===== src/digital_input_pkg.sv =====
// Shared constants and bus carriers for the digital input conditioning block.
// Assumes an AXI4-Lite master with 8-bit addresses and 32-bit data on the register side.
package digital_input_pkg;

   // ==========================================================================
   // Widths and counts
   // ==========================================================================
   localparam int ADDR_W = 8;            // Register bus address width in bits.
   localparam int NUM_IN = 8;            // Four low-group plus four high-group inputs.
   localparam int NUM_LOW = 4;           // Inputs that carry an inversion setting.
   localparam int FILTER_W = 16;         // Width of the input filter setting.
   localparam int ALARM_CNT_W = 3;       // Holds up to three steps of two cycles.
   localparam int ALARM_STEP_CYCLES = 2; // Control cycles per alarm filter step.
   localparam int STATUS_ALARM_BIT = 8;  // Alarm level position in the status word.

   // ==========================================================================
   // Register byte offsets
   // ==========================================================================
   localparam logic [ADDR_W-1:0] OFF_SEL_LOW = 8'h00;
   localparam logic [ADDR_W-1:0] OFF_SEL_HIGH = 8'h04;
   localparam logic [ADDR_W-1:0] OFF_FILTER = 8'h08;
   localparam logic [ADDR_W-1:0] OFF_ALARM = 8'h0C;
   localparam logic [ADDR_W-1:0] OFF_INVERT = 8'h10;
   localparam logic [ADDR_W-1:0] OFF_BUS_VALUE = 8'h14;
   localparam logic [ADDR_W-1:0] OFF_STATUS = 8'h18;

   // ==========================================================================
   // Reset values and limits
   // ==========================================================================
   localparam logic [3:0] SEL_LOW_RST = 4'h0;
   localparam logic [3:0] SEL_HIGH_RST = 4'h0;
   localparam logic [3:0] INVERT_RST = 4'h0;
   localparam logic [7:0] BUS_VALUE_RST = 8'h00;
   localparam logic [FILTER_W-1:0] FILTER_RST = 16'h0001;
   localparam logic [FILTER_W-1:0] FILTER_MAX = 16'h03E8;
   localparam logic [1:0] ALARM_RST = 2'h1;
   localparam logic [1:0] RESP_OKAY = 2'h0;
   localparam logic [1:0] RESP_SLVERR = 2'h2;

   // ==========================================================================
   // AXI4-Lite carriers
   // ==========================================================================
   // Master to slave signals.
   typedef struct packed {
      logic awvalid;
      logic [ADDR_W-1:0] awaddr;
      logic wvalid;
      logic [31:0] wdata;
      logic [3:0] wstrb;
      logic bready;
      logic arvalid;
      logic [ADDR_W-1:0] araddr;
      logic rready;
   } axi_req_t;

   // Slave to master signals.
   typedef struct packed {
      logic awready;
      logic wready;
      logic bvalid;
      logic [1:0] bresp;
      logic arready;
      logic rvalid;
      logic [31:0] rdata;
      logic [1:0] rresp;
   } axi_rsp_t;

endpackage : digital_input_pkg


===== src/digital_input_conditioning.sv =====
// Digital input conditioning: source select and stability filters for eight drive inputs,
// inversion for the four low-group inputs, plus the alarm output filter, configured over AXI4-Lite.
// Assumes terminals are asynchronous pins and the alarm level comes from logic on sys_clk.
//
// Added by the designer: the AXI4-Lite register port and the placing of the registers.
`timescale 1ns/1ns
`default_nettype none

module digital_input_conditioning #(
   parameter int CTRL_DIV = 1 // Clocks per control cycle; 1 makes every clock a control cycle.
) (
   input wire logic sys_clk,
   input wire logic rst_b,
   input wire digital_input_pkg::axi_req_t axiReq,
   output digital_input_pkg::axi_rsp_t axiRsp,
   input wire logic inputTerminalA,
   input wire logic inputTerminalB,
   input wire logic inputTerminalC,
   input wire logic inputTerminalD,
   input wire logic [3:0] inputTerminalHigh,
   input wire logic alarmIn,
   output logic [digital_input_pkg::NUM_IN-1:0] condIn,
   output logic alarmOut
);

   // ==========================================================================
   // Control cycle divider
   // ==========================================================================
   logic [15:0] divCnt; // Clocks elapsed in the current control cycle.
   logic tick; // One-cycle pulse marking a control cycle.
   logic [15:0] next_divCnt;
   logic next_tick;

   // Divides sys_clk down to the control cycle enable.
   always_comb begin
      next_divCnt = divCnt + 16'h0001;
      next_tick = 1'b0;
      if (divCnt >= 16'(CTRL_DIV - 1)) begin
         next_divCnt = 16'h0000;
         next_tick = 1'b1;
      end
   end

   always_ff @(posedge sys_clk or negedge rst_b) begin
      if (!rst_b) begin
         divCnt <= 16'h0000;
         tick <= 1'b0;
      end else begin
         divCnt <= next_divCnt;
         tick <= next_tick;
      end
   end

   // ==========================================================================
   // Register file and AXI4-Lite slave
   // ==========================================================================
   logic [3:0] selLow, selHigh, invert; // Source and inversion settings.
   logic [digital_input_pkg::FILTER_W-1:0] filterCycles; // Input filter length.
   logic [1:0] alarmCfg; // Alarm filter steps.
   logic [7:0] busValue; // Virtual input levels written by the bus master.
   logic awHeld, wHeld; // Address or data accepted and waiting for its partner.
   logic [digital_input_pkg::ADDR_W-1:0] awAddr;
   logic [31:0] wData;
   logic [3:0] wStrb;
   logic awReady, wReady, bValid, arReady, rValid;
   logic [1:0] bResp, rResp;
   logic [31:0] rData;
   logic [3:0] next_selLow, next_selHigh, next_invert;
   logic [digital_input_pkg::FILTER_W-1:0] next_filterCycles;
   logic [1:0] next_alarmCfg;
   logic [7:0] next_busValue;
   logic next_awHeld, next_wHeld, next_awReady, next_wReady, next_bValid, next_arReady, next_rValid;
   logic [digital_input_pkg::ADDR_W-1:0] next_awAddr;
   logic [31:0] next_wData, next_rData;
   logic [3:0] next_wStrb;
   logic [1:0] next_bResp, next_rResp;

   // Merges a write into the old word lane by lane.
   function automatic logic [31:0] mergeWord(input logic [31:0] old, input logic [31:0] data,
                                             input logic [3:0] strb);
      logic [31:0] res;
      res = old;
      for (int b = 0; b < 4; b++) begin
         if (strb[b]) begin
            res[8*b +: 8] = data[8*b +: 8];
         end
      end
      return res;
   endfunction : mergeWord

   // Handles both channels; one write and one read at a time, the write commits
   // once address and data are both held and the previous response is gone.
   always_comb begin
      logic [31:0] merged;
      merged = 32'h0000_0000;
      next_selLow = selLow;
      next_selHigh = selHigh;
      next_invert = invert;
      next_filterCycles = filterCycles;
      next_alarmCfg = alarmCfg;
      next_busValue = busValue;
      next_awHeld = awHeld;
      next_wHeld = wHeld;
      next_awAddr = awAddr;
      next_wData = wData;
      next_wStrb = wStrb;
      next_bValid = bValid;
      next_bResp = bResp;
      next_rValid = rValid;
      next_rData = rData;
      next_rResp = rResp;
      if (bValid && axiReq.bready) begin
         next_bValid = 1'b0;
      end
      if (axiReq.awvalid && awReady) begin
         next_awHeld = 1'b1;
         next_awAddr = axiReq.awaddr;
      end
      if (axiReq.wvalid && wReady) begin
         next_wHeld = 1'b1;
         next_wData = axiReq.wdata;
         next_wStrb = axiReq.wstrb;
      end
      if (awHeld && wHeld && !bValid) begin
         next_awHeld = 1'b0;
         next_wHeld = 1'b0;
         next_bValid = 1'b1;
         next_bResp = digital_input_pkg::RESP_OKAY;
         case (awAddr)
            digital_input_pkg::OFF_SEL_LOW: begin
               merged = mergeWord({28'h0, selLow}, wData, wStrb);
               next_selLow = merged[3:0];
            end
            digital_input_pkg::OFF_SEL_HIGH: begin
               merged = mergeWord({28'h0, selHigh}, wData, wStrb);
               next_selHigh = merged[3:0];
            end
            digital_input_pkg::OFF_FILTER: begin
               merged = mergeWord({16'h0, filterCycles}, wData, wStrb);
               // Values past the documented range are clamped rather than refused.
               next_filterCycles = (merged[15:0] > digital_input_pkg::FILTER_MAX) ?
                                   digital_input_pkg::FILTER_MAX : merged[15:0];
            end
            digital_input_pkg::OFF_ALARM: begin
               merged = mergeWord({30'h0, alarmCfg}, wData, wStrb);
               next_alarmCfg = merged[1:0];
            end
            digital_input_pkg::OFF_INVERT: begin
               merged = mergeWord({28'h0, invert}, wData, wStrb);
               next_invert = merged[3:0];
            end
            digital_input_pkg::OFF_BUS_VALUE: begin
               merged = mergeWord({24'h0, busValue}, wData, wStrb);
               next_busValue = merged[7:0];
            end
            default: begin
               // Status is read only; it and unmapped addresses answer with an error.
               next_bResp = digital_input_pkg::RESP_SLVERR;
            end
         endcase
      end
      if (rValid && axiReq.rready) begin
         next_rValid = 1'b0;
      end
      if (axiReq.arvalid && arReady) begin
         next_rValid = 1'b1;
         next_rResp = digital_input_pkg::RESP_OKAY;
         case (axiReq.araddr)
            digital_input_pkg::OFF_SEL_LOW: next_rData = {28'h0, selLow};
            digital_input_pkg::OFF_SEL_HIGH: next_rData = {28'h0, selHigh};
            digital_input_pkg::OFF_FILTER: next_rData = {16'h0, filterCycles};
            digital_input_pkg::OFF_ALARM: next_rData = {30'h0, alarmCfg};
            digital_input_pkg::OFF_INVERT: next_rData = {28'h0, invert};
            digital_input_pkg::OFF_BUS_VALUE: next_rData = {24'h0, busValue};
            digital_input_pkg::OFF_STATUS: next_rData = {23'h0, alarmOut, condIn};
            default: begin
               next_rData = 32'h0000_0000;
               next_rResp = digital_input_pkg::RESP_SLVERR;
            end
         endcase
      end
      next_awReady = !next_awHeld;
      next_wReady = !next_wHeld;
      next_arReady = !next_rValid;
   end

   always_ff @(posedge sys_clk or negedge rst_b) begin
      if (!rst_b) begin
         selLow <= digital_input_pkg::SEL_LOW_RST;
         selHigh <= digital_input_pkg::SEL_HIGH_RST;
         invert <= digital_input_pkg::INVERT_RST;
         filterCycles <= digital_input_pkg::FILTER_RST;
         alarmCfg <= digital_input_pkg::ALARM_RST;
         busValue <= digital_input_pkg::BUS_VALUE_RST;
         awHeld <= 1'b0;
         wHeld <= 1'b0;
         awAddr <= 8'h00;
         wData <= 32'h0000_0000;
         wStrb <= 4'h0;
         awReady <= 1'b0;
         wReady <= 1'b0;
         bValid <= 1'b0;
         bResp <= 2'h0;
         arReady <= 1'b0;
         rValid <= 1'b0;
         rData <= 32'h0000_0000;
         rResp <= 2'h0;
      end else begin
         selLow <= next_selLow;
         selHigh <= next_selHigh;
         invert <= next_invert;
         filterCycles <= next_filterCycles;
         alarmCfg <= next_alarmCfg;
         busValue <= next_busValue;
         awHeld <= next_awHeld;
         wHeld <= next_wHeld;
         awAddr <= next_awAddr;
         wData <= next_wData;
         wStrb <= next_wStrb;
         awReady <= next_awReady;
         wReady <= next_wReady;
         bValid <= next_bValid;
         bResp <= next_bResp;
         arReady <= next_arReady;
         rValid <= next_rValid;
         rData <= next_rData;
         rResp <= next_rResp;
      end
   end

   // Every response field comes straight from a flip-flop.
   assign axiRsp = '{awready: awReady, wready: wReady, bvalid: bValid, bresp: bResp,
                     arready: arReady, rvalid: rValid, rdata: rData, rresp: rResp};

   // ==========================================================================
   // Per-input synchroniser, source select, inversion and filter
   // ==========================================================================
   logic [7:0] pins; // Raw terminal levels, low group first.
   logic [7:0] cand; // Level offered to each filter.
   logic [digital_input_pkg::FILTER_W-1:0] fCnt [digital_input_pkg::NUM_IN]; // Stable time.
   assign pins = {inputTerminalHigh, inputTerminalD, inputTerminalC, inputTerminalB, inputTerminalA};

   for (genvar i = 0; i < digital_input_pkg::NUM_IN; i++) begin : g_in
      logic s1, s2, s3, pinLvl; // s1 feeds only s2; pinLvl moves once s2 and s3 agree.
      logic next_pinLvl, next_cond, srcSel, invSel;
      logic [digital_input_pkg::FILTER_W-1:0] next_fCnt;

      // Picks the source and applies inversion; only the low group can be inverted.
      always_comb begin
         srcSel = (i < digital_input_pkg::NUM_LOW) ? selLow[i % 4] : selHigh[i % 4];
         invSel = (i < digital_input_pkg::NUM_LOW) ? invert[i % 4] : 1'b0;
         cand[i] = (srcSel ? busValue[i] : pinLvl) ^ invSel;
      end

      // A level must hold for filterCycles control cycles before it is taken; zero takes it at once.
      always_comb begin
         next_pinLvl = (s2 == s3) ? s3 : pinLvl;
         next_cond = condIn[i];
         next_fCnt = 16'h0000;
         if (cand[i] != condIn[i]) begin
            if (fCnt[i] >= filterCycles) begin
               next_cond = cand[i];
            end else begin
               next_fCnt = (tick && fCnt[i] != 16'hFFFF) ? fCnt[i] + 16'h0001 : fCnt[i];
            end
         end
      end

      always_ff @(posedge sys_clk or negedge rst_b) begin
         if (!rst_b) begin
            s1 <= 1'b0;
            s2 <= 1'b0;
            s3 <= 1'b0;
            pinLvl <= 1'b0;
            condIn[i] <= 1'b0;
            fCnt[i] <= 16'h0000;
         end else begin
            s1 <= pins[i];
            s2 <= s1;
            s3 <= s2;
            pinLvl <= next_pinLvl;
            condIn[i] <= next_cond;
            fCnt[i] <= next_fCnt;
         end
      end
   end

   // ==========================================================================
   // Alarm output filter
   // ==========================================================================
   logic [digital_input_pkg::ALARM_CNT_W-1:0] alarmCnt, next_alarmCnt, alarmLimit;
   logic next_alarmOut;

   // The alarm level must hold for two control cycles per configured step.
   always_comb begin
      alarmLimit = 3'(alarmCfg * digital_input_pkg::ALARM_STEP_CYCLES);
      next_alarmOut = alarmOut;
      next_alarmCnt = 3'h0;
      if (alarmIn != alarmOut) begin
         if (alarmCnt >= alarmLimit) begin
            next_alarmOut = alarmIn;
         end else begin
            next_alarmCnt = tick ? alarmCnt + 3'h1 : alarmCnt;
         end
      end
   end

   always_ff @(posedge sys_clk or negedge rst_b) begin
      if (!rst_b) begin
         alarmCnt <= 3'h0;
         alarmOut <= 1'b0;
      end else begin
         alarmCnt <= next_alarmCnt;
         alarmOut <= next_alarmOut;
      end
   end
endmodule : digital_input_conditioning

`default_nettype wire


===== config.mk =====
export PLATFORM = sky130hd
export DESIGN_NAME = digital_input_conditioning
export DESIGN_NICKNAME = d
export VERILOG_FILES = /design/src/digital_input_pkg.sv /design/src/digital_input_conditioning.sv
export SDC_FILE = /design/constraint.sdc
export NUM_CORES = 1
export LEC_CHECK = 0
export ABC_AREA = 1
export BUFFER_PORTS_ARGS = -buffer_cell sky130_fd_sc_hd__buf_4
export CAP_MARGIN = 20
export CORE_MARGIN = 2
export CORE_UTILIZATION = 50
export DETAILED_ROUTE_END_ITERATION = 16
export HOLD_SLACK_MARGIN = 0.05
export PLACE_DENSITY = 0.72
export REMOVE_ABC_BUFFERS = 1
export SYNTH_ARGS = -nofsm -noshare
export SYNTH_HDL_FRONTEND = slang
export SYNTH_SLANG_ARGS = --single-unit

===== constraint.sdc =====
create_clock -name sys_clk -period 2.3 [get_ports sys_clk]
set_input_delay 0.23 -clock sys_clk [delete_from_list [all_inputs] [get_ports sys_clk]]
set_output_delay 0.23 -clock sys_clk [all_outputs]
set_load 0.005 [all_outputs]

Yosys cells after proc, flatten, opt, wreduce, memory -nomap -nowiden

Index checks and enable logic that the tools add are counted.

Bits in registers: 296
Input port bits: 68
Output and inout bits: 50
Word-level logic and storage cells: 235

Add/sub/neg operators: 10
Magnitude comparators: 11
Equal/unequal tests: 45
Muxes and demuxes: 55
Bitwise logic cells: 4
Reductions and logical operators: 39

Operators with widths:

| kind                    | number |
|---|---|
| $mux W16                | 26 |
| $add A16 B1 Y16 const B | 9 |
| $ge A16 B16 Y1          | 8 |
| $ne A16 B16 Y1 const B  | 8 |
| $pmux W16 S7            | 1 |
| $mux W8                 | 6 |
| $eq A8 B5 Y1 const B    | 5 |
| $eq A8 B4 Y1 const B    | 4 |
| $ne A3 B1 Y1 const B    | 8 |
| $reduce_and A2 Y1       | 10 |
| $mux W1                 | 17 |
| $eq A8 B3 Y1 const B    | 2 |
| $ge A16 B1 Y1 const B   | 1 |
| $gt A16 B10 Y1 const B  | 1 |
| $logic_not A8 Y1        | 2 |
| $logic_and A1 B1 Y1     | 15 |
| $reduce_and A3 Y1       | 5 |
| $mux W3                 | 3 |
| $ne A1 B1 Y1            | 9 |
| $eq A1 B1 Y1            | 8 |
| $reduce_or A7 Y1        | 1 |
| $reduce_or A6 Y1        | 1 |
| $logic_not A1 Y1        | 4 |
| $mux W2                 | 2 |
| 5 further kinds         | 8 |

Longest topological paths before layout

Gate-level depths: netlist (run 1).

Depth after elaboration: 5
Mapped depth: 14
Gate-level depth less buffers: 14

Least setup slack after synthesis (run 1)

OpenSTA, ideal clock, no wires.

Path type: register to register
Start: reg filterCycles[7] (netlist bit)
End: reg fCnt[13] (netlist bit)
Setup time: 0.071 ns
Data arrival time: 1.790 ns
Required time: 2.229 ns
Path slack: 0.439 ns
Cell stages (with the launch flop): 13
Buffers on the path: 1
Period minus slack after synthesis: 1.861 ns
Cells stage by stage: dfrtp_1 -> inv_1 -> ha_1 -> nand2_1 -> inv_1 -> nand2_1 -> nand2_1 -> a21oi_1 -> nand2_1 -> a21oi_1 -> nand2_2 -> buf_6 -> nor2_1

Longest elaborated chain between the ends: 3
Elaborated cells between the ends (all ways): 4
Those cells by class: order compare (1); eq/ne (1); mux (2)

Ends and longest elaborated chain:

| what                            | RTL line                          | source |
|---|---|---|
| from (decl)                     | digital_input_conditioning.sv:58  | `logic [digital_input_pkg::FILTER_W-1:0] filterCycles;` |
| from (signal assigned)          | digital_input_conditioning.sv:192 | `filterCycles <= digital_input_pkg::FILTER_RST;` |
| from (signal assigned)          | digital_input_conditioning.sv:212 | `filterCycles <= next_filterCycles;` |
| $ge A16 B16 Y1 *                | digital_input_conditioning.sv:261 | `if (fCnt[i] >= filterCycles) begin` |
| $mux W16                        | digital_input_conditioning.sv:261 |  |
| $mux W16                        | digital_input_conditioning.sv:260 | `if (cand[i] != condIn[i]) begin` |
| to (signal, indexed assignment) | digital_input_conditioning.sv:283 | `fCnt[i] <= next_fCnt;` |
| to (decl)                       | digital_input_conditioning.sv:240 | `logic [digital_input_pkg::FILTER_W-1:0] fCnt [digital_input_pkg::NUM_IN];` |

Mark *: on every way between the ends. The rest lies on a longest branch, timed or not.
A chain may end at the register's enable or synchronous reset.

Worst setup path in the final report (run 1)

Start: reg filterCycles[7] (netlist bit)
End: reg fCnt[108] (netlist bit)

The elaborated chain is that of the path after synthesis.

==> flow_metrics.env, run 1 <==
export IMPL_period_needed_ns=2.238
export IMPL_clk_pin_slew_ns=0.06
export IMPL_fin_hold_ws_ns=0.1452
export IMPL_p_switching_mw=6.371
export IMPL_nets=2532
export IMPL_cts_made_buffers=30
export IMPL_num_rows=66
export IMPL_hpwl_um=30590
export IMPL_grt_max_degree=72
export IMPL_clockBufferDepth=3
export IMPL_finalCritPeriodShare_pct=97.32
export IMPL_routedWlPerCell_um=15.40
export IMPL_seq_area_frac_synth_pct=40.02
export IMPL_r2r_slack_ns=0.06
export IMPL_status="complete, no violations"
export IMPL_num_vias=14580
export IMPL_synth_edf_count=0
export IMPL_avgSynthCellArea_um2=7.665
export IMPL_routed_wirelength_um=42970
export IMPL_fillers=2852
export IMPL_drc=0
export IMPL_setup_viol=0
export IMPL_ctsRootBufferMaster="clkbuf_16"
export IMPL_worstMarginPinSlew_ns=0.7268
export IMPL_place_congestion=0.8863
export IMPL_r2r_start="filterCycles[7]"
export IMPL_tritoncts="built"
export IMPL_ys_types=44
export IMPL_synth_cells=2138
export IMPL_synthAdderAreaFrac_pct=11.10
export IMPL_die_w_um=185.0
export IMPL_skew_ns=0.02362
export IMPL_htree_levels=1
export IMPL_required_ns=2.82
export IMPL_ioPinCount=118
export IMPL_vdd_ir_drop_max_mv=0.8421
export IMPL_slew_headroom_pct=51.37
export IMPL_pwr_share_clk_pct=30.0
export IMPL_die_area_um2=34240
export IMPL_hold_path_class="in2reg"
export IMPL_syn_area_um2=16390
export IMPL_slew_viol_final=0
export IMPL_ant_nets=0
export IMPL_synth_top_family_by_area="simple AND/OR/NAND/NOR gates"
export IMPL_insertion_delay_ns=0.59
export IMPL_gr_total_overflow=0
export IMPL_cap_violations=0
export IMPL_diodes=0
export IMPL_io_buffers=81
export IMPL_netlist_top_cells_area="dfrtp_1 40%, nand2_1 14%, ha_1 11%"
export IMPL_crit_fanout=16
export IMPL_timing_hold_violations_final=0
export IMPL_critPathKind="reg2reg"
export IMPL_p_sw_share_pct=37.82
export IMPL_die_h_um=185.0
export IMPL_fmaxAchievable_mhz=446.8
export IMPL_powerDensity_nw_per_um2=864.9
export IMPL_areaGrowthSynthToFinish_pct=18.85
export IMPL_synth_compound_area_share_pct=8.879
export IMPL_layout_drive_gt1_share_pct=12.47
export IMPL_worstPathArrival_ns=2.75
export IMPL_cp_start_kind="flop"
export IMPL_drt_pre_antenna_iters=7
export IMPL_hold_depth=6
export IMPL_reg2regPathDepth=10
export IMPL_critPathCapture="fCnt[108]"
export IMPL_synth_xor_area_share_pct=2.619
export IMPL_yosys_area_share_simple_pct=29.50
export IMPL_leakage_nw=9.175
export IMPL_p_comb_share_pct=35.6
export IMPL_coreArea_um2=32370
export IMPL_intPower_mw=10.47
export IMPL_yosys_most_used_dff="dfrtp_1"
export IMPL_async_flop_share_pct=100.0
export IMPL_drtIter0Drc=1174
export IMPL_viasPerCell=5.225
export IMPL_yosysTopAreaCell="dfrtp_1"
export IMPL_grt_pass1_vias=14060
export IMPL_grt_use_total_pct=25.64
export IMPL_cp_startpoint="filterCycles[7]"
export IMPL_reg2reg_to="fCnt[108]"
export IMPL_pwr_share_seq_pct=34.4
export IMPL_grt_setup_unrepaired="yes"
export IMPL_grt_pass1_wl_um=70440
export IMPL_worst_setup_path_end_kind="flop"
export IMPL_yosys_warnings=0
export IMPL_synth_seq_cells=262
export IMPL_start_util_pct=50.63
export IMPL_grt_antenna_before_repair=0
export IMPL_clock_sinks=262
export IMPL_synthMuxAreaShare_pct=0
export IMPL_fin_tns_setup_ns=0
export IMPL_yosysTopAreaCellShare_pct=39.70
power groups by stage:
stage	clock, mW	sequential, mW	combinational, mW
6_report	5.05	5.80	6.00
4_1_cts	5.13	5.77	5.65
3_3_place_gp	0	5.81	5.33
2_1_floorplan	0	5.67	3.29
3_5_place_dp	0	5.84	5.49
5_1_grt	5.33	5.86	6.69
per-stage QoR:
| stage | cells | power, mW | setup WS (ns) | cell area, µm² | utilization [%] |
|---|---|---|---|---|---|
| floorplan | 2097 | 8.959 | 0.2786 | 16010 | - |
| global placement | 2682 | 11.14 | 0.02170 | 17780 | 54.94 |
| detailed placement | 2684 | 11.33 | 0.1101 | 17810 | 55.01 |
| CTS | 2785 | 16.54 | 0.08167 | 19310 | 59.66 |
| global route | 2791 | 17.88 | -0.04533 | 19480 | 60.17 |
| finish | 2791 | 16.85 | 0.06170 | 19480 | 60.17 |
registers in the layout, indices dropped and copies added, names as in the netlist, 8 cells and up:
name / flops
fCnt: 128
filterCycles: 16
rData: 16
wData: 16
awAddr: 8
busValue: 8
condIn: 8
g_in.pinLvl: 8
g_in.s1: 8
g_in.s2: 8
g_in.s3: 8
cells by family after synthesis:
kind of cell             count (synthesis)
AND/OR/NAND/NOR                       1137
buffers and inverters                  283
flip-flops                             262
AO/OA/AOI/OAI                          258
adder cells (fa/ha/maj)                147
XOR/XNOR                                49
other                                    2
final cells by class:
type	instances	area, µm²	area share (%)
multi-input cells	1611	8702	44.68
flip-flops and latches	262	6559	33.67
repair buffers	195	1753	9.000
inverters	225	855.8	4.394
clock buffers	37	817.0	4.195
well taps	442	553.0	2.839
clock inverters	19	237.7	1.221
cells in the final DEF (no fill, tap or decap), types with 24 or more instances in the layout:
cell type / n
a21oi_1: 86
buf_4: 132
clkbuf_16: 30
dfrtp_1: 260
dlygate4sd3_1: 45
ha_1: 137
inv_1: 208
nand2_1: 614
nand3_1: 103
nand4_1: 42
nor2_1: 263
nor2_2: 24
nor3_1: 49
o21ai_0: 105
xor2_1: 42
Yosys cell counts (all sizes together), types with 8 or more instances:
cell type and count:
nand3 105, o21a 12, buf 52, nand2 626, inv 223, maj3 8, xor2 42, o21ai 124
nor3 61, a21oi 90, ha 139, nand4 42, nor2 293, dfrtp 260, o21bai 13
worst max-delay path, cell delays in order (launching register included):
cell	delay [ns]
dfrtp_1	0.41
clkinvlp_4	0.29
buf_6	0.24
ha_1	0.30
a21oi_1	0.16
o21a_1	0.14
nand3_1	0.11
nand2_2	0.10
nand3b_2	0.10
buf_12	0.17
nor2_1	0.12
worst min path at each step:
| stage | from | endpoint | slack, ns |
|---|---|---|---|
| floorplan | rst_b | alarmCfg[1] | -0.07 |
| CTS | axiReq[9] | arReady | 0.12 |
| finish | axiReq[4] | rData[2] | 0.15 |
| global placement | rst_b | wData[14] | 0.25 |
| global route | axiReq[9] | arReady | 0.18 |
| detailed placement | rst_b | wData[14] | 0.25 |
per-layer routing:
layer  vias up  part of all wire (%)  global-route usage, %
met5         -                     0                      0
met4         0                   3.2                  8.254
met3        77                   4.6                  2.772
met2       344                    48                  43.72
met1      6892                    45                  34.25
li1       7271                     -                      -
what timing repair did:
action,CTS,global route
gates resized for setup,0,22
endpoints found under the hold margin,136,0
endpoints found under the setup margin,0,77
hold buffers,45,0
buffers inserted,0,5
No activity file was read; power rests on OpenSTA's default activity.
==> run 2: changes to the inputs <==
- CTS_BUF_LIST: not set -> sky130_fd_sc_hd__clkbuf_16
==> run 2 against run 1 <==
Net effect: power fell by 1.5%; via count rose by 0.34%; non-clock buffer count fell by 1; critical path depth did not move; critical path type unchanged; largest power group unchanged.
==> flow_metrics.env, run 2 (same netlist as run 1, synthesis figures left out) <==
export IMPL_drc=0
export IMPL_fmaxAchievable_mhz=445.5
export IMPL_insertion_delay_ns=0.59
export IMPL_skew_ns=0.02226
export IMPL_crit_fanout=16
export IMPL_grt_setup_unrepaired="yes"
export IMPL_grt_pass1_wl_um=70570
export IMPL_cp_start_kind="flop"
export IMPL_grt_antenna_before_repair=0
export IMPL_num_vias=14630
export IMPL_ioPinCount=118
export IMPL_stdcell_count=2789
export IMPL_layout_common_cells="615 x nand2_1, 264 x nor2_1, 260 x dfrtp_1"
export IMPL_layout_commonest_cell="nand2_1"
export IMPL_clk_pin_slew_ns=0.06
export IMPL_grt_use_total_pct=25.67
export IMPL_coreArea_um2=32370
export IMPL_largest_reg_flops=128
export IMPL_place_congestion=0.8863
export IMPL_slew_headroom_pct=48.97
export IMPL_timing_hold_violations_final=0
export IMPL_placed_area_um2=17810
export IMPL_die_w_um=185.0
export IMPL_path_buf_inv=3
export IMPL_slowest_stage="dfrtp_1"
export IMPL_die_h_um=185.0
export IMPL_worstMarginPinSlew_ns=0.7627
export IMPL_routedWlPerCell_um=15.42
export IMPL_ant_nets=0
export IMPL_status="complete, no violations"
export IMPL_layout_drive_gt1_share_pct=12.10
export IMPL_hpwl_um=30590
export IMPL_cp_cell_sequence="clkinvlp_4, buf_6, ha_1, a21oi_1, o21a_1, nand3_1, nand2_2, nand3b_2, buf_12, nor2_1"
export IMPL_grt_pass1_vias=14060
export IMPL_nets=2530
export IMPL_areaGrowthSynthToFinish_pct=18.36
export IMPL_slew_viol_final=0
export IMPL_largest_register="fCnt"
export IMPL_fin_tns_setup_ns=0
export IMPL_vdd_ir_drop_max_mv=0.7958
export IMPL_worst_setup_path_end_kind="flop"
export IMPL_num_rows=66
export IMPL_worstPathArrival_ns=2.76
export IMPL_io_buffers=81
export IMPL_cap_violations=0
export IMPL_tritoncts="built"
export IMPL_cpLargestDelayFamily="buffers and inverters"
export IMPL_ctsRootBufferMaster="clkbuf_16"
export IMPL_drt_pre_antenna_iters=5
export IMPL_placed_cells=2684
export IMPL_fin_hold_ws_ns=0.1419
export IMPL_gr_total_overflow=0
export IMPL_drtIter0Drc=1112
export IMPL_clockBufferDepth=3
export IMPL_cts_made_buffers=30
export IMPL_htree_levels=1
export IMPL_viasPerCell=5.247
export IMPL_leakage_nw=9.151
export IMPL_fin_util_pct=59.92
export IMPL_final_area_um2=19400
export IMPL_start_util_pct=50.63
export IMPL_slowest_delay_ns=0.41
export IMPL_diodes=0
export IMPL_critPathKind="reg2reg"
export IMPL_grt_max_degree=72
export IMPL_hold_path_class="in2reg"
export IMPL_period_needed_ns=2.245
export IMPL_clock_sinks=262
export IMPL_powerDensity_nw_per_um2=855.5
export IMPL_r2r_slack_ns=0.06
export IMPL_routed_wirelength_um=43000
export IMPL_die_area_um2=34240
export IMPL_required_ns=2.82
export IMPL_setup_viol=0
export IMPL_finalCritPeriodShare_pct=97.59
==> run 2: cell types whose count changed in the layout (fill, tap and decap cells not counted), sizes merged <==
cell,previous run,this run
inv,220,224
clkinv,13,17
clkbuf,37,30
buf,150,149
clkinvlp,7,6
nand3b,4,3
==> run 2: final timing paths <==
check | to | depth (start not counted) | startpoint
max | fCnt[108] | 10 | filterCycles[7]
min | rData[2] | 6 | axiReq[4]
max reg2reg | fCnt[108] | 10 | filterCycles[7]
min reg2reg | g_in[1].s2 | 0 | g_in[1].s1
max in group asynchronous | fCnt[13] | 3 | rst_b
min in group asynchronous | wStrb[1] | 2 | rst_b
==> run 2: worst reg2reg max path, stage by stage (launching register included) <==
cell and delay (ns):
dfrtp_1 0.41, clkinvlp_4 0.30, buf_6 0.25, ha_1 0.31, a21oi_1 0.16, o21a_1 0.15, nand3_1 0.11, nand2_2 0.10
nand3b_2 0.10, buf_12 0.17, nor2_1 0.13
==> run 2: cell type report <==
| type | instances | area [µm²] |
|---|---|---|
| Clock buffer | 30 | 750.7 |
| Clock inverter | 26 | 264.0 |
| Fill cell | 2854 | 12970 |
| Inverter | 225 | 852.1 |
| Multi-Input combinational cell | 1610 | 8677 |
| Sequential cell | 262 | 6559 |
| Tap cell | 442 | 553.0 |
| Timing Repair Buffer | 194 | 1742 |
==> run 2: timing repair <==
| action | CTS | global route |
|---|---|---|
| buffers inserted | 0 | 4 |
| resized for setup | 0 | 17 |
| endpoints found under the setup margin | 0 | 75 |
| hold buffers | 45 | 0 |
| endpoints found under the hold margin | 136 | 0 |
==> run 2: metal layers <==
metal,up-vias,GRT usage (%),share of wire [%]
met5,-,0,0
met4,0,8.159,3.2
met3,77,2.753,4.7
met2,376,43.76,48
met1,6903,34.37,44
li1,7277,-,-
==> run 2: where the power goes <==
group	internal [mW]	total (mW)	switching, mW	leakage (nW)
combinational	2.23	5.89	3.67	5.16
sequential	5.22	5.79	0.576	3.49
clock	2.84	4.91	2.07	0.500
total	10.3	16.6	6.31	9.15
==> run 2: per-stage QoR <==
stage,setup WS (ns),power (mW)
after floorplan,0.2786,8.959
after global placement,0.02170,11.14
after detailed placement,0.1101,11.33
after CTS,0.08167,16.39
after global routing,-0.04531,17.61
final,0.05541,16.59
==> run 3: changes to the inputs <==
- BUFFER_PORTS_ARGS: -buffer_cell sky130_fd_sc_hd__buf_4 -> not set
- DONT_BUFFER_PORTS: not set -> 1
- PLACE_DENSITY: 0.72 -> 0.69
==> run 3 against run 2 <==
Net effect: the flow now finishes with violations (negative hold slack); first-iteration DRC count shrank 19%; critical endpoint is now fCnt[25]; power decreased by 3.0%; setup slack improved by 0.062 ns; combinational power down 9.0%; via count shrank 3.2%; clock skew down 0.00080 ns; global-route usage is 0.16 points lower; critical path depth is the same; wire length is 1.9% lower; largest power group is now registers; core utilization decreased by 2.5 points.
==> flow_metrics.env, run 3 (same netlist as run 1, synthesis figures left out) <==
export IMPL_cpLargestDelayFamily="buffers and inverters"
export IMPL_gr_total_overflow=0
export IMPL_hold_path_class="in2async"
export IMPL_worstPathArrival_ns=2.69
export IMPL_htree_levels=1
export IMPL_hpwl_um=30070
export IMPL_drt_pre_antenna_iters=5
export IMPL_r2r_start="filterCycles[5]"
export IMPL_period_needed_ns=2.182
export IMPL_clock_sinks=262
export IMPL_fin_ws_ns=0.1176
export IMPL_powerDensity_nw_per_um2=865.5
export IMPL_cp_startpoint="filterCycles[5]"
export IMPL_tritoncts="built"
export IMPL_diodes=0
export IMPL_clockBufferDepth=3
export IMPL_nets=2444
export IMPL_start_util_pct=50.63
export IMPL_path_buf_inv=3
export IMPL_largest_register="fCnt"
export IMPL_fin_util_pct=57.46
export IMPL_hold_buffers=47
export IMPL_cp_start_kind="flop"
export IMPL_grt_pass1_wl_um=69880
export IMPL_required_ns=2.81
export IMPL_place_congestion=0.9077
export IMPL_num_rows=66
export IMPL_slowest_delay_ns=0.40
export IMPL_largest_reg_flops=128
export IMPL_finalCritPeriodShare_pct=94.89
export IMPL_drtIter0Drc=906
export IMPL_grt_pass1_vias=13900
export IMPL_pre_cts_slack_ns=0.08722
export IMPL_grt_setup_unrepaired="yes"
export IMPL_routedWlPerCell_um=15.61
export IMPL_vdd_ir_drop_max_mv=0.7720
export IMPL_routed_wirelength_um=42180
export IMPL_fin_tns_setup_ns=0
export IMPL_fmaxAchievable_mhz=458.2
export IMPL_slowest_stage="dfrtp_1"
export IMPL_placed_cells=2596
export IMPL_grt_antenna_before_repair=0
export IMPL_die_w_um=185.0
export IMPL_coreArea_um2=32370
export IMPL_ant_nets=0
export IMPL_ctsRootBufferMaster="clkbuf_16"
export IMPL_placed_area_um2=17060
export IMPL_areaGrowthSynthToFinish_pct=13.50
export IMPL_die_h_um=185.0
export IMPL_drc=0
export IMPL_viasPerCell=5.241
export IMPL_timing_hold_violations_final=262
export IMPL_status="finished with violations"
export IMPL_fin_hold_ws_ns=-0.6643
export IMPL_num_vias=14160
export IMPL_grt_max_degree=263
export IMPL_io_buffers=0
export IMPL_worstMarginPinSlew_ns=0.9270
export IMPL_skew_ns=0.02146
export IMPL_crit_top_cell="nand3_1"
export IMPL_leakage_nw=8.698
export IMPL_stdcell_count=2702
export IMPL_layout_drive_gt1_share_pct=8.053
export IMPL_critPathKind="reg2reg"
export IMPL_slew_headroom_pct=38.20
export IMPL_setup_viol=0
export IMPL_crit_fanout=16
export IMPL_ioPinCount=118
export IMPL_grt_use_total_pct=25.51
export IMPL_insertion_delay_ns=0.59
export IMPL_cp_cell_sequence="inv_1, buf_4, ha_1, a21oi_1, o21a_1, nand3_1, nand2_1, nand3_1, buf_12, nor2_1"
export IMPL_slew_viol_final=0
export IMPL_layout_commonest_cell="nand2_1"
export IMPL_clk_pin_slew_ns=0.06
export IMPL_layout_common_cells="616 x nand2_1, 266 x nor2_1, 260 x dfrtp_1"
export IMPL_failed_checks="negative hold slack"
export IMPL_cap_violations=0
export IMPL_cts_made_buffers=31
export IMPL_worst_setup_path_end_kind="flop"
export IMPL_final_area_um2=18600
export IMPL_die_area_um2=34240
run 3: cell count changes in the layout (fill, tap and decap cells not counted), sizes merged:
cell and change:
inv +8, clkinvlp -1, buf -89, clkbuf +1, dlygate4sd3 +2, clkinv -8
run 3: area by class of cell:
cell class              count  area, µm²
multi-input cells        1610       8632
inverters                 225      852.1
clock buffers              31      775.7
repair buffers            107      991.0
flip-flops and latches    262       6559
well taps                 442      553.0
clock inverters            25      237.7
fillers                  2971      13770
run 3: path summary, 6_finish.rpt:
kind / cells past startpoint / end / slack, ns
min in group sys_clk: 7 / rData[3] / 0.08
max: 10 / fCnt[25] / 0.12
min: 0 / wData[12] / -0.66
max reg2reg: 10 / fCnt[25] / 0.12
min reg2reg: 0 / g_in[4].s2 / 0.35
max in group asynchronous: 0 / fCnt[9] / 2.18
run 3: timing repair:
item                                    in CTS  in global routing
endpoints found under the setup margin       0                 49
endpoints found under the hold margin      309                262
resized for setup                            0                  8
setup buffers                                0                  3
run 3: layer usage:
| layer | GRT usage [%] | share of wire (%) | up-vias | wire [µm] |
|---|---|---|---|---|
| met5 | 0 | 0 | - | 0 |
| met4 | 7.556 | 2.9 | 0 | 1212 |
| li1 | - | - | 7093 | - |
| met2 | 42.53 | 47 | 308 | 19670 |
| met3 | 5.466 | 5.8 | 81 | 2437 |
| met1 | 33.40 | 45 | 6679 | 18850 |
run 3: through the flow:
step	hold slack, ns	total power, mW
detailed placement	-0.06070	10.97
global route	-0.6864	17.16
finish	-0.6643	16.10
floorplan	-0.06559	8.959
CTS	-0.6943	16.08
global placement	-0.05847	10.80
run 3: where the power goes:
part / switching [mW] / total (mW) / internal (mW)
clock network: 2.03 / 4.93 / 2.90
registers: 0.591 / 5.81 / 5.22
logic: 3.42 / 5.36 / 1.94
total: 6.05 / 16.1 / 10.1
